### src/core/sfl_cfg.svh
// Field positions, codes and timing constants of the function control latch.
`ifndef SFL_CFG_SVH
`define SFL_CFG_SVH

`define SFL_WORD_W 24
`define SFL_SEL_HI 1
`define SFL_SEL_LO 0
`define SFL_SEL_REF 2'h0
`define SFL_SEL_FB 2'h1
`define SFL_SEL_FUNC 2'h2
`define SFL_CNT_CLEAR 2
`define SFL_SOFT_SLEEP 3
`define SFL_MON_LSB 4
`define SFL_MON_MSB 6
`define SFL_DET_SENSE 7
`define SFL_PUMP_HIZ 8
`define SFL_QS_ENABLE 9
`define SFL_QS_VARIANT 10
`define SFL_TO_LSB 11
`define SFL_TO_MSB 14
`define SFL_MAIN_LSB 15
`define SFL_MAIN_MSB 17
`define SFL_ALT_LSB 18
`define SFL_ALT_MSB 20
`define SFL_SPARE 21
`define SFL_PRE_LSB 22
`define SFL_PRE_MSB 23
`define SFL_BOOST 21
`define SFL_MON_LOW 3'h0
`define SFL_MON_LOCK 3'h1
`define SFL_MON_FB 3'h2
`define SFL_MON_HIGH 3'h3
`define SFL_MON_REF 3'h4
`define SFL_MON_LOCK_OD 3'h5
`define SFL_MON_SDATA 3'h6
`define SFL_TO_STEP 12'h004
`define SFL_TO_CNT_W 12

`endif

### src/core/sfl_pkg.sv
// Types shared by the function latch control modules.
package sfl_pkg;
    typedef logic [23:0] sfl_word_type;
    typedef logic [11:0] sfl_count_type;
endpackage

### src/core/sfl_word_if.sv
// Carrier of a completed serial word from the receiver to the latch logic.
`timescale 1ns/10ps
interface sfl_word_if;
    import sfl_pkg::*;
    sfl_word_type word;
    logic load;
    logic data_bit;
    modport src (output word, output load, output data_bit);
    modport dst (input word, input load, input data_bit);
endinterface

### src/core/sfl_top.sv
// Function latch control of a PLL synthesizer behind its three-wire interface.
// Contract
// - Select code 10 loads function latch
// - Counter clear bit holds counters in reset
// - Soft sleep bit powers down at once
// - Chip-on low disables regardless of sleep
// - Power-down loads counters, pump hi-z, lock reset
// - Serial input keeps loading during power-down
// - Three-bit field selects monitor output
// - Fast lock only when enable bit set
// - Variant bit picks first or second mode
// - Mode one follows boost bit writes
// - Mode two clears boost after timeout
// - Timeout code field sets duration
// - Alternate current during fast lock, else main
// - Timeout counter runs only in mode two
// - Detector sense bit sets phase polarity
// - Pump hi-z bit tri-states pump output
// - Chip-on sequence; latches survive pin toggles
// - Strobe rise transfers 24 shifted bits
// - Words arrive most significant bit first
// - Select bits sit at positions one, zero
`timescale 1ns/10ps
module sfl_top
    import sfl_pkg::*;
(
    input wire logic i_clk_sys, // System clock, 100 MHz
    input wire logic i_reset, // Synchronous reset, active high
    input wire logic i_sclk, // Serial clock pin
    input wire logic i_sdata, // Serial data pin
    input wire logic i_load_strobe, // Load strobe pin
    input wire logic i_chip_on, // Chip-on pin, low disables
    input wire logic i_pfd_tick, // One pulse per detector cycle
    input wire logic i_lock_detect, // Digital lock detect level
    input wire logic i_ref_div_out, // Reference divider output
    input wire logic i_fb_div_out, // Feedback divider output
    output logic o_power_down, // Device powered down
    output logic o_counter_hold, // Reference and feedback counters held
    output logic o_timeout_load, // Timeout counter held in load state
    output logic o_lock_reset, // Lock detect logic reset
    output logic o_pump_hiz, // Charge pump output high impedance
    output logic [2:0] o_pump_current, // Charge pump current code
    output logic o_fast_lock, // Fast lock active
    output logic o_detector_sense, // Phase detector sense
    output logic [1:0] o_prescale_sel, // Prescaler select code
    output logic o_monitor_out, // Monitor output pin level
    output logic o_monitor_oe, // Monitor output enable
    output sfl_word_type o_ref_latch, // Reference counter latch
    output sfl_word_type o_fb_latch // Feedback counter latch
);
    `include "sfl_cfg.svh"

    typedef struct packed {
        logic [2:0] chip_on_s;
        logic chip_on;
        sfl_word_type func;
        sfl_word_type ref_w;
        sfl_word_type fb_w;
        sfl_count_type to_cnt;
        logic power_down;
        logic counter_hold;
        logic timeout_load;
        logic lock_reset;
        logic pump_hiz;
        logic [2:0] pump_current;
        logic fast_lock;
        logic detector_sense;
        logic [1:0] prescale_sel;
        logic monitor_out;
        logic monitor_oe;
    } sfl_top_state_type;

    sfl_top_state_type st_r;
    sfl_top_state_type st_nxt;

    sfl_word_if word_if ();

    // Cycle count for a timeout code; the step is a design constant
    function automatic sfl_count_type timeout_cycles(input logic [3:0] code);
        sfl_count_type c;
        c = {8'h00, code} + 12'h001;
        timeout_cycles = sfl_count_type'(c * `SFL_TO_STEP);
    endfunction

    // Reads the select pair at the bottom of a word
    function automatic logic [1:0] latch_select(input sfl_word_type w);
        latch_select = {w[`SFL_SEL_HI], w[`SFL_SEL_LO]};
    endfunction

    sfl_serial_rx u_rx (
        .i_clk_sys(i_clk_sys),
        .i_reset(i_reset),
        .i_sclk(i_sclk),
        .i_sdata(i_sdata),
        .i_load_strobe(i_load_strobe),
        .word_if(word_if.src)
    );

    logic pd_now;
    logic qs_en;
    logic qs_var;
    logic boost;
    logic to_run;
    logic [2:0] mon_sel;
    logic mon_level;
    logic mon_oe;

    // Latch loading, power-down and fast-lock control
    always_comb begin
        st_nxt = st_r;
        pd_now = 1'b0;
        qs_en = 1'b0;
        qs_var = 1'b0;
        boost = 1'b0;
        to_run = 1'b0;
        mon_sel = 3'h0;
        mon_level = 1'b0;
        mon_oe = 1'b1;

        // Chip-on pin counts once sync stages two and three agree
        st_nxt.chip_on_s = {st_r.chip_on_s[1:0], i_chip_on};
        if (st_r.chip_on_s[1] == st_r.chip_on_s[2]) begin
            st_nxt.chip_on = st_r.chip_on_s[2];
        end

        // Words are routed by select code, even while powered down
        if (word_if.load) begin
            case (latch_select(word_if.word))
                `SFL_SEL_FUNC: begin
                    st_nxt.func = word_if.word;
                end
                `SFL_SEL_REF: begin
                    st_nxt.ref_w = word_if.word;
                end
                `SFL_SEL_FB: begin
                    st_nxt.fb_w = word_if.word;
                end
                default: begin
                    st_nxt.func = st_r.func;
                end
            endcase
        end

        // Pin low wins over the soft sleep bit; power-down clears no latch
        pd_now = !st_nxt.chip_on || st_nxt.func[`SFL_SOFT_SLEEP];
        qs_en = st_nxt.func[`SFL_QS_ENABLE];
        qs_var = st_nxt.func[`SFL_QS_VARIANT];
        boost = st_nxt.fb_w[`SFL_BOOST];
        to_run = qs_en && qs_var && boost && !pd_now;

        // Timeout counter: reloaded on a feedback write, held in load state while not running, else counts down on ticks
        if (!to_run || (word_if.load && latch_select(word_if.word) == `SFL_SEL_FB)) begin
            st_nxt.to_cnt = timeout_cycles(st_nxt.func[`SFL_TO_MSB:`SFL_TO_LSB]);
        end else if (i_pfd_tick) begin
            if (st_r.to_cnt <= 12'h001) begin
                // Expiry clears the boost bit in the feedback latch
                st_nxt.fb_w[`SFL_BOOST] = 1'b0;
                boost = 1'b0;
                st_nxt.to_cnt = timeout_cycles(st_nxt.func[`SFL_TO_MSB:`SFL_TO_LSB]);
            end else begin
                st_nxt.to_cnt = sfl_count_type'(st_r.to_cnt - 12'h001);
            end
        end

        // Mode one simply follows the boost bit as last written
        st_nxt.fast_lock = qs_en && boost && !pd_now;
        st_nxt.pump_current = st_nxt.fast_lock
            ? st_nxt.func[`SFL_ALT_MSB:`SFL_ALT_LSB]
            : st_nxt.func[`SFL_MAIN_MSB:`SFL_MAIN_LSB];

        // Power-down side effects and the plain function fields
        st_nxt.power_down = pd_now;
        st_nxt.counter_hold = pd_now || st_nxt.func[`SFL_CNT_CLEAR];
        st_nxt.timeout_load = !to_run;
        st_nxt.lock_reset = pd_now;
        st_nxt.pump_hiz = pd_now || st_nxt.func[`SFL_PUMP_HIZ];
        st_nxt.detector_sense = st_nxt.func[`SFL_DET_SENSE];
        st_nxt.prescale_sel = st_nxt.func[`SFL_PRE_MSB:`SFL_PRE_LSB];

        // Monitor source; open-drain lock mode drives only the low level
        mon_sel = st_nxt.func[`SFL_MON_MSB:`SFL_MON_LSB];
        case (mon_sel)
            `SFL_MON_LOW: begin
                mon_level = 1'b0;
            end
            `SFL_MON_LOCK: begin
                mon_level = i_lock_detect;
            end
            `SFL_MON_FB: begin
                mon_level = i_fb_div_out;
            end
            `SFL_MON_HIGH: begin
                mon_level = 1'b1;
            end
            `SFL_MON_REF: begin
                mon_level = i_ref_div_out;
            end
            `SFL_MON_LOCK_OD: begin
                mon_level = 1'b0;
                mon_oe = !i_lock_detect;
            end
            `SFL_MON_SDATA: begin
                mon_level = word_if.data_bit;
            end
            default: begin
                mon_level = 1'b0;
            end
        endcase
        st_nxt.monitor_out = mon_level;
        st_nxt.monitor_oe = mon_oe;
    end

    // Reset leaves the device powered down with counters held
    always_ff @(posedge i_clk_sys) begin
        if (i_reset) begin
            st_r <= '0;
            st_r.power_down <= 1'b1;
            st_r.counter_hold <= 1'b1;
            st_r.timeout_load <= 1'b1;
            st_r.lock_reset <= 1'b1;
            st_r.pump_hiz <= 1'b1;
            st_r.monitor_oe <= 1'b1;
        end else begin
            st_r <= st_nxt;
        end
    end

    // Outputs come straight from the state flops
    assign o_power_down = st_r.power_down;
    assign o_counter_hold = st_r.counter_hold;
    assign o_timeout_load = st_r.timeout_load;
    assign o_lock_reset = st_r.lock_reset;
    assign o_pump_hiz = st_r.pump_hiz;
    assign o_pump_current = st_r.pump_current;
    assign o_fast_lock = st_r.fast_lock;
    assign o_detector_sense = st_r.detector_sense;
    assign o_prescale_sel = st_r.prescale_sel;
    assign o_monitor_out = st_r.monitor_out;
    assign o_monitor_oe = st_r.monitor_oe;
    assign o_ref_latch = st_r.ref_w;
    assign o_fb_latch = st_r.fb_w;
endmodule

### src/core/sfl_serial_rx.sv
// Three-wire serial receiver: synchronises pins, shifts 24 bits, emits a word on load.
`timescale 1ns/10ps
module sfl_serial_rx
    import sfl_pkg::*;
(
    input wire logic i_clk_sys, // System clock
    input wire logic i_reset, // Synchronous reset, active high
    input wire logic i_sclk, // Serial clock pin
    input wire logic i_sdata, // Serial data pin
    input wire logic i_load_strobe, // Load strobe pin
    sfl_word_if.src word_if // Completed word towards latches
);
    `include "sfl_cfg.svh"

    typedef struct packed {
        logic [2:0] sclk_s;
        logic [2:0] data_s;
        logic [2:0] load_s;
        sfl_word_type shift;
        sfl_word_type word;
        logic load;
    } sfl_rx_state_type;

    sfl_rx_state_type st_r;
    sfl_rx_state_type st_nxt;

    // Shift on serial clock rise, hand over on strobe rise
    always_comb begin
        st_nxt = st_r;
        st_nxt.sclk_s = {st_r.sclk_s[1:0], i_sclk};
        st_nxt.data_s = {st_r.data_s[1:0], i_sdata};
        st_nxt.load_s = {st_r.load_s[1:0], i_load_strobe};
        st_nxt.load = 1'b0;
        // Edge counts when stage two shows the new level and stage three still the old
        if (st_r.sclk_s[1] && !st_r.sclk_s[2]) begin
            st_nxt.shift = {st_r.shift[`SFL_WORD_W-2:0], st_r.data_s[2]};
        end
        // Keeps working in power-down; nothing here looks at it
        if (st_r.load_s[1] && !st_r.load_s[2]) begin
            st_nxt.word = st_r.shift;
            st_nxt.load = 1'b1;
        end
    end

    always_ff @(posedge i_clk_sys) begin
        if (i_reset) begin
            st_r <= '0;
        end else begin
            st_r <= st_nxt;
        end
    end

    assign word_if.word = st_r.word;
    assign word_if.load = st_r.load;
    assign word_if.data_bit = st_r.data_s[2];
endmodule

### config.mk
export PLATFORM = sky130hd
export DESIGN_NAME = sfl_top
export DESIGN_NICKNAME = d
export VERILOG_FILES = /design/src/core/sfl_pkg.sv /design/src/core/sfl_word_if.sv /design/src/core/sfl_top.sv /design/src/core/sfl_serial_rx.sv
export VERILOG_INCLUDE_DIRS = /design/src /design/src/core
export SDC_FILE = /design/constraint.sdc
export NUM_CORES = 1
export LEC_CHECK = 0
export BUFFER_PORTS_ARGS = -buffer_cell sky130_fd_sc_hd__buf_2
export CORE_ASPECT_RATIO = 0.9
export CORE_MARGIN = 1.5
export CORE_UTILIZATION = 58
export CTS_CLUSTER_SIZE = 16
export DETAILED_ROUTE_END_ITERATION = 8
export GPL_ROUTABILITY_DRIVEN = 0
export HOLD_SLACK_MARGIN = 0.15
export PLACE_DENSITY = 0.77
export REMOVE_ABC_BUFFERS = 1
export SYNTH_ARGS = -nofsm -noshare
export SYNTH_HDL_FRONTEND = slang
export SYNTH_HIERARCHICAL = 1
export SYNTH_SLANG_ARGS = --single-unit
### constraint.sdc
create_clock -name i_clk_sys -period 2.7 [get_ports i_clk_sys]
set_input_delay 0.405 -clock i_clk_sys [delete_from_list [all_inputs] [get_ports i_clk_sys]]
set_output_delay 0.405 -clock i_clk_sys [all_outputs]
set_load 0.02 [all_outputs]
Word level (Yosys, flattened, before mapping)
Cells that the tools add are included.
{"block": "word_totals", "romBits": 0, "elab_cells": 77, "n_memories": 0, "latch_bits": 0, "ram_bits": 0, "register_bits": 159, "out_inout_bits": 62, "in_bits": 10}
{"block": "op_classes", "n_addsub": 2, "n_lt_le_gt_ge": 1, "bitwise_logic": 1, "mul": 0, "div_mod_pow": 0, "shift": 0, "muxes": 14, "n_reduce_logical": 25, "n_eq_ne": 9}
{"op": "24-bit two-way mux", "count": 3}
{"op": "72-bit two-way mux", "count": 1}
{"op": "12-bit two-way mux", "count": 3}
{"op": "12-bit by 1-bit <= comparator with 1-bit output, second input constant", "count": 1}
{"op": "12-bit by 1-bit subtractor with 12-bit output, second input constant", "count": 1}
{"op": "3-bit == test, second input constant", "count": 3}
{"op": "1-bit logical AND", "count": 8}
{"op": "3-bit by 2-bit == test with 1-bit output, second input constant", "count": 2}
{"op": "1-bit zero test", "count": 6}
{"op": "2-bit AND reduction", "count": 3}
{"op": "4-bit by 1-bit adder with 5-bit output, second input constant", "count": 1}
{"op": "1-bit two-way mux", "count": 5}
{"op": "1-bit case mux with 5 select lines", "count": 1}
{"op": "1-bit logical OR", "count": 4}
{"op": "2-bit OR reduction", "count": 2}
{"op": "3-bit by 1-bit == test with 1-bit output, second input constant", "count": 1}
{"op": "3-bit two-way mux", "count": 1}
{"op": "2-bit by 1-bit == test with 1-bit output, second input constant", "count": 1}
{"op": "2-bit == test, second input constant", "count": 1}
{"op": "2-bit zero test", "count": 1}
{"op": "2-bit nonzero test", "count": 1}
{"op": "1-bit == test", "count": 1}
{"op": "1-bit NOT", "count": 1}

Depth between registers and ports, before layout
Gate-level depths: netlist of the first run.
{"block": "depth", "depth_word": 12, "mapped_depth": 10, "ltp_nobuf": 7}

Cells and area by module
Netlist of the first run, hierarchy kept.
{"mod": "sfl_top", "cells_per_inst": 491, "seq_area_each_um2": 1901.8, "area_per_inst_um2": 4106.4, "n_inst": 1}
{"mod": "sfl_serial_rx", "cells_per_inst": 203, "seq_area_each_um2": 1161.1, "area_per_inst_um2": 2333.5, "n_inst": 1}

Worst setup path after synthesis of the first run
OpenSTA, ideal clock, no wires.
{"block": "synth_timing", "path_type": "register -> register", "from": "reg st_r[18] (netlist bit)", "to": "reg st_r[19] (netlist bit)", "n_path_buf": 1, "stages_incl_launch_ff": 7, "slack_ns": 0.631, "required_time_ns": 2.622, "setup_time_ns": 0.078, "t_arrival_ns": 1.991, "period_less_slack_ns": 2.069, "path_cell_list": "dfxtp_1 -> buf_6 -> or4_4 -> nor4b_4 -> a211o_2 -> mux2_2 -> nor3_1"}
{"block": "synth_via", "elab_chain_cells": 4, "elab_cells_between_ends": 5, "cone_classes": "add/sub (1); order compare (1); mux (3)"}
{"element": "start, declared", "line_no": "sfl_top.sv:73", "source": "sfl_top_state_type st_r;"}
{"element": "start signal, assigned", "line_no": "sfl_top.sv:224", "source": "st_r <= st_nxt;"}
{"element": "12-bit by 1-bit subtractor with 12-bit output / 12-bit by 1-bit <= comparator with 1-bit output (equally long branches)", "line_no": "sfl_top.sv:161, sfl_top.sv:155"}
{"element": "12-bit two-way mux (*)", "line_no": "sfl_top.sv:155", "source": "if (st_r.to_cnt <= 12'h001) begin"}
{"element": "12-bit two-way mux (*)", "line_no": "sfl_top.sv:154", "source": "end else if (i_pfd_tick) begin"}
{"element": "12-bit two-way mux (*)", "line_no": "sfl_top.sv:152", "source": "if (!to_run || (word_if.load && latch_select(word_if.word) == `SFL_SEL_FB)) begin"}
Every way passes the cells marked *; elsewhere a longest branch is shown, timed or not. The select of a mux whose other input is x is not followed.
A chain may end at the register's enable or synchronous reset.

Worst setup path in the final report of the first run
{"block": "layout_timing", "from": "reg u_rx.st_r (netlist bit u_rx/word_if.word[0])", "to": "reg st_r (netlist bit o_pump_current[0])"}
{"block": "layout_via", "elab_chain_cells": 12, "elab_cells_between_ends": 19, "cone_classes": "eq/ne (2); mux (7); reduce/logical (10)"}
{"element": "start, declared", "line_no": "sfl_serial_rx.sv:24", "source": "sfl_rx_state_type st_r;"}
{"element": "start signal, assigned", "line_no": "sfl_serial_rx.sv:49", "source": "st_r <= st_nxt;"}
{"element": "2-bit == test", "line_no": "sfl_top.sv:128", "source": "case (latch_select(word_if.word))"}
{"element": "24-bit two-way mux", "line_no": "sfl_top.sv:128"}
{"element": "72-bit two-way mux", "line_no": "sfl_top.sv:127", "source": "if (word_if.load) begin"}
{"element": "1-bit logical AND / 1-bit logical OR (equally long branches)", "line_no": "sfl_top.sv:149, sfl_top.sv:145"}
{"element": "1-bit logical AND / 1-bit zero test (equally long branches)", "line_no": "sfl_top.sv:149, sfl_top.sv:166"}
{"element": "1-bit logical AND", "line_no": "sfl_top.sv:149", "source": "to_run = qs_en && qs_var && boost && !pd_now;"}
{"element": "1-bit zero test", "line_no": "sfl_top.sv:152"}
{"element": "1-bit logical OR", "line_no": "sfl_top.sv:152"}
{"element": "1-bit two-way mux", "line_no": "sfl_top.sv:152"}
{"element": "1-bit logical AND (2 in series)", "line_no": "sfl_top.sv:166", "source": "st_nxt.fast_lock = qs_en && boost && !pd_now;"}
{"element": "3-bit two-way mux (*)", "line_no": "sfl_top.sv:167", "source": "st_nxt.pump_current = st_nxt.fast_lock"}
Every way passes the cells marked *; elsewhere a longest branch is shown, timed or not.

==> flow_summary.json, run 1 <==
{
  "finalMaxSlewViolations": 0,
  "initialDrtViolationCount": 186,
  "grt_overflow": 0,
  "clkTransAtPathRegs_ns": 0.06,
  "n_antenna_cell": 0,
  "multi_input_area_sq_um": 2550,
  "portBuffers": 71,
  "rsz0062_at_grt": "no",
  "cp-startpoint": "u_rx/word_if.word[0]",
  "drc": 0,
  "cts-root-buf": "clkbuf_16",
  "cellLeakagePower_nw": 2.80,
  "hold_buffers": 0,
  "max_slew.worst_pin.slew_ns": 0.901,
  "regArea_sq_um": 3060,
  "synth_area_leaders": "dfxtp_1, buf_4, mux2i_1",
  "wl_per_cell_um": 14.9,
  "setup_tns_ns": 0,
  "grt_pass1_wl_um": 19300,
  "hp-start": "i_lock_detect",
  "wl_um": 12300,
  "crit_buf_inv": 0,
  "die-area_sq_um": 11700,
  "drive_above_1_share_pct": 18.3,
  "drt_pass1_iterations": 4,
  "avgSynthCellArea_sq_um": 9.28,
  "status": "finished clean",
  "routed-via-count": 4427,
  "start_util_pct": 59.6,
  "worst_skew_pair.late_latency_ns": 0.41,
  "critPathArrivalTime_ns": 2.74,
  "cp_slowest_cell": "a311oi_1",
  "synthFlopType": "dfxtp_1",
  "die_w_um": 114,
  "drtAntennaViolNets": 0,
  "placement_rows": 36,
  "end_kind": "flop",
  "cp_data_required_time_ns": 3.00,
  "dp_hpwl_um": 7990,
  "die_h_um": 103,
  "area_growth_pct": 5.75,
  "worst_slack_ns": 0.258,
  "grt_pass1_vias": 3978,
  "fin_nets": 691,
  "min_path_type": "input pin to flop",
  "synth_top_cell_by_area": "dfxtp_1",
  "clock-sinks": 153,
  "fillerInstances": 883,
  "p_per_area_nw_per_um2": 688,
  "max_freq_mhz": 409,
  "h-tree-depth": 4,
  "rr_startpoint": "u_rx/word_if.word[0]",
  "dp_cells": 792,
  "min_period_ns": 2.44,
  "cts_tree": "done",
  "power_w": 0.00469,
  "cp_max_fo": 13,
  "synth_enable_flop_cells": 0,
  "finalCritPeriodShare_pct": 90.5,
  "synthCells": 694,
  "grt_usage_pct": 21.0,
  "grt_max_degree": 62,
  "clock_skew_ns": 0.00666,
  "setup_viol": 0,
  "path_cells": "nand3b_2 > mux2_2 > nor2_2 > a311oi_1 > mux2_2",
  "ys_seq_area_share_pct": 47.6,
  "criticalPathCategory": "flop to flop",
  "syn-cell-area_sq_um": 6440,
  "place_ws_ns": 0.283,
  "max_cap_viol_count": 0,
  "clockBufferDepth": 2,
  "fin_cells": 823,
  "cp_top_family": "multiplexers",
  "max-vdd-ir-drop_mv": 0.345,
  "ys_ff_latch": 153,
  "io_pins": 72,
  "cts_setup_buffers": 0,
  "antenna_found_initial": 0,
  "utilization_pct": 63.0,
  "drt-vias-per-instance": 5.38,
  "slowest_delay_ns": 0.63,
  "startpoint_type": "flop",
  "synthDistinctLibCells": 54,
  "relSlewSlack_pct": 39.8,
  "ys_warn_count": 6,
  "cts_made_buffers": 17,
  "cp_common_cell": "mux2_2",
  "coreArea_sq_um": 10800,
  "yosysTopAreaCellShare_pct": 47.6,
  "async_flop_share_pct": 0,
  "hold_viol": 0,
  "ctsResizeCount": 0
}
registers in the layout (all words and copies together) (netlist names), 2 cells and up:
| register | flops |
|---|---|
| u_rx/st_r | 26 |
| u_rx/st_nxt | 6 |
| o_ref_latch | 24 |
| st_r | 35 |
| u_rx/word_if.word | 24 |
| o_pump_current | 3 |
| o_fb_latch | 24 |
| st_nxt | 2 |
cell usage in the layout, fill, tap and decap left out, types with 2 or more instances in the layout:
cell type / synthesis / final
or4_1: 2 / 2
and3b_1: 2 / 2
o21ai_0: 8 / 8
xor2_1: 3 / 3
nand3_1: 9 / 9
nand2b_1: 48 / 48
mux2_2: 7 / 7
inv_1: 6 / 6
nor2b_1: 18 / 18
a21oi_1: 62 / 62
bufinv_16: 0 / 2
mux2i_1: 56 / 56
nor3_1: 7 / 7
dfxtp_1: 153 / 153
clkinv_2: 0 / 2
xnor2_1: 3 / 3
inv_6: 0 / 2
buf_4: 79 / 9
nor3b_1: 7 / 6
clkbuf_1: 24 / 3
nand2_1: 125 / 125
clkinv_4: 0 / 2
nor4_1: 3 / 3
clkinvlp_4: 0 / 2
clkbuf_16: 0 / 17
ha_1: 3 / 3
a311oi_1: 2 / 2
nor2_1: 25 / 25
nand3b_1: 4 / 4
buf_2: 1 / 70
worst paths after layout:
| check | slack (ns) | cells past startpoint | endpoint |
|---|---|---|---|
| worst max-delay path | 0.26 | 5 | o_pump_current[0] |
| worst min-delay path | 0.20 | 2 | o_monitor_oe |
| worst max register to register | 0.26 | 5 | o_pump_current[0] |
| worst min register to register | 0.43 | 1 | u_rx/word_if.load |
area by class of cell:
class | instances | share of cell area (%)
clock buffers | 21 | 6.61
clock inverters | 10 | 1.76
inverters | 6 | 0.331
multi-input cells | 420 | 37.4
flip-flops and latches | 153 | 45.0
well taps | 133 | 2.44
repair buffers | 80 | 6.43
stage by stage:
stage | instance area (sq um) | hold slack, ns
2_1_floorplan | 5630 | 0.393
3_3_place_gp | 6240 | 0.415
4_1_cts | 6810 | 0.187
3_5_place_dp | 6240 | 0.414
6_report | 6810 | 0.195
5_1_grt | 6810 | 0.182
kinds of logic after synthesis:
family                   after synthesis  synth area share [%]
adder cells (fa/ha/maj)                4                 0.738
buffers and inverters                121                  12.9
multiplexers                          63                  9.93
XOR/XNOR                               6                 0.816
AND/OR/NAND/NOR                      263                  20.7
flip-flops                           153                  47.6
AO/OA/AOI/OAI                         84                  7.36
per-layer routing:
| layer | up-vias | routed length [um] | track usage, % |
|---|---|---|---|
| met5 | - | 0 | 0 |
| met4 | 0 | 155 | 7.31 |
| met3 | 15 | 462 | 5.06 |
| met2 | 95 | 5790 | 34.5 |
| met1 | 2135 | 5900 | 27.5 |
| li1 | 2182 | - | - |
power breakdown:
part	internal, W	switching, W	total (W)
combinational	0.0000494	0.0000736	0.000123
sequential	0.00227	0.00000465	0.00227
clock	0.00139	0.000906	0.00229
Yosys cell counts (3+ instances only):
cell type,instances
inv_1,6
nand2b_1,48
o21ai_0,8
buf_4,79
nor2_1,25
mux2_2,7
xnor2_1,3
nand2_1,125
mux2i_1,56
nand3_1,9
nor3b_1,7
a21oi_1,62
nor3_1,7
clkbuf_1,24
dfxtp_1,153
xor2_1,3
ha_1,3
nor2b_1,18
nand3b_1,4
nor4_1,3
buf_6,7
No activity file was read; power rests on OpenSTA's default activity.
==> inputs of run 2 (changes only) <==
--- a/config.mk
+++ b/config.mk
@@ -14,7 +14,7 @@
 export DETAILED_ROUTE_END_ITERATION = 8
 export GPL_ROUTABILITY_DRIVEN = 0
 export HOLD_SLACK_MARGIN = 0.15
-export PLACE_DENSITY = 0.77
+export PLACE_DENSITY = 0.79
 export REMOVE_ABC_BUFFERS = 1
 export SYNTH_ARGS = -nofsm -noshare
 export SYNTH_HDL_FRONTEND = slang
==> flow_summary.json, run 2 (synthesis results as in run 1) <==
{
  "drt_pass1_iterations": 4,
  "fillerInstances": 825,
  "antenna_found_initial": 0,
  "fin_nets": 694,
  "worst_slack_ns": 0.367,
  "relSlewSlack_pct": 40.0,
  "coreArea_sq_um": 10800,
  "min_period_ns": 2.33,
  "drc": 0,
  "h-tree-depth": 4,
  "criticalPathCategory": "flop to flop",
  "rsz0062_at_grt": "no",
  "grt_max_degree": 100,
  "drtAntennaViolNets": 0,
  "cts_tree": "done",
  "hold_depth": 2,
  "finalCritPeriodShare_pct": 86.4,
  "max_freq_mhz": 429,
  "whs_ns": 0.196,
  "max-vdd-ir-drop_mv": 0.410,
  "finalMaxSlewViolations": 0,
  "end_kind": "flop",
  "clock-sinks": 153,
  "top_register": "st_r",
  "cts-root-buf": "clkbuf_16",
  "hold_viol": 0,
  "cts_setup_buffers": 0,
  "critPathArrivalTime_ns": 2.65,
  "cp_data_required_time_ns": 3.02,
  "die_w_um": 114,
  "clockBufferDepth": 2,
  "min_path_type": "input pin to flop",
  "place_ws_ns": 0.369,
  "portBuffers": 71,
  "grt_usage_pct": 21.5,
  "start_util_pct": 59.6,
  "grt_overflow": 0,
  "layout_commonest_cell": "dfxtp_1",
  "drive_above_1_share_pct": 18.4,
  "setup_tns_ns": 0,
  "mostFrequentLayoutCells": "dfxtp_1, nand2_1, buf_2, a21oi_1, mux2i_1",
  "cp_max_fo": 12,
  "n_antenna_cell": 0,
  "die_h_um": 103,
  "multi_input_area_sq_um": 2550,
  "startpoint_type": "flop",
  "clock_skew_ns": 0.00476,
  "placement_rows": 36,
  "max_cap_viol_count": 0,
  "cts_made_buffers": 17,
  "biggestRegsByFlops": "st_r (35), u_rx/st_r (26)",
  "status": "finished clean",
  "grt_pass1_vias": 4084,
  "r2r_cells": 8,
  "grt_pass1_wl_um": 19500,
  "setup_viol": 0,
  "clkTransAtPathRegs_ns": 0.06,
  "area_growth_pct": 6.74,
  "worst_skew_pair.late_latency_ns": 0.41,
  "io_pins": 72,
  "wl_um": 12200,
  "largest_reg_flops": 35,
  "placed_area_sq_um": 6250,
  "regArea_sq_um": 3060,
  "die-area_sq_um": 11700,
  "p_per_area_nw_per_um2": 707,
  "fin_area_sq_um": 6870,
  "dp_hpwl_um": 7930,
  "drt-vias-per-instance": 5.29,
  "initialDrtViolationCount": 265,
  "power_w": 0.00486,
  "routed-via-count": 4371,
  "max_slew.worst_pin.slew_ns": 0.898,
  "cellLeakagePower_nw": 2.84,
  "wl_per_cell_um": 14.7,
  "hold_buffers": 0,
  "ctsResizeCount": 0
}
-- run 2: through the flow --
step / utilization, % / cells
final: 63.6 / 827
after global routing: 63.6 / 827
after CTS: 63.6 / 827
after detailed placement: 57.8 / 795
after global placement: 57.8 / 795
after floorplan: - / 579
-- run 2: critical path: stages, from the launching register on --
cell	delay, ns
dfxtp_1	0.41
nand3b_2	0.26
buf_4	0.24
mux2i_1	0.34
inv_1	0.08
ha_1	0.23
xor2_1	0.19
a32o_1	0.22
a221oi_1	0.26
-- run 2: final timing paths --
check / start / end / slack (ns)
worst max-delay path: u_rx/word_if.word[0] / st_r[18] / 0.37
worst max register to register: u_rx/word_if.word[0] / st_r[18] / 0.37
worst min-delay path: i_lock_detect / o_monitor_oe / 0.20
worst min register to register: st_nxt[100] / st_nxt[101] / 0.44
-- run 2: area by class of cell --
type / instances / area share, %
timing repair buffer: 83 / 6.52
clock inverter: 7 / 2.02
multi-input combinational: 420 / 37.1
inverter: 6 / 0.328
clock buffer: 25 / 7.06
tap: 133 / 2.42
sequential: 153 / 44.6
-- run 2: metal layers --
| layer | track usage [%] | part of all wire [%] | vias to the layer above |
|---|---|---|---|
| li1 | - | - | 2194 |
| met1 | 26.9 | 46 | 2060 |
| met2 | 36.2 | 48 | 102 |
| met3 | 5.06 | 4.7 | 15 |
| met4 | 8.94 | 1.4 | 0 |
| met5 | 0 | 0 | - |
-- run 2: report_power, final --
group          internal, W  switching (W)
clock              0.00162       0.000850
combinational    0.0000481      0.0000720
sequential         0.00227     0.00000500
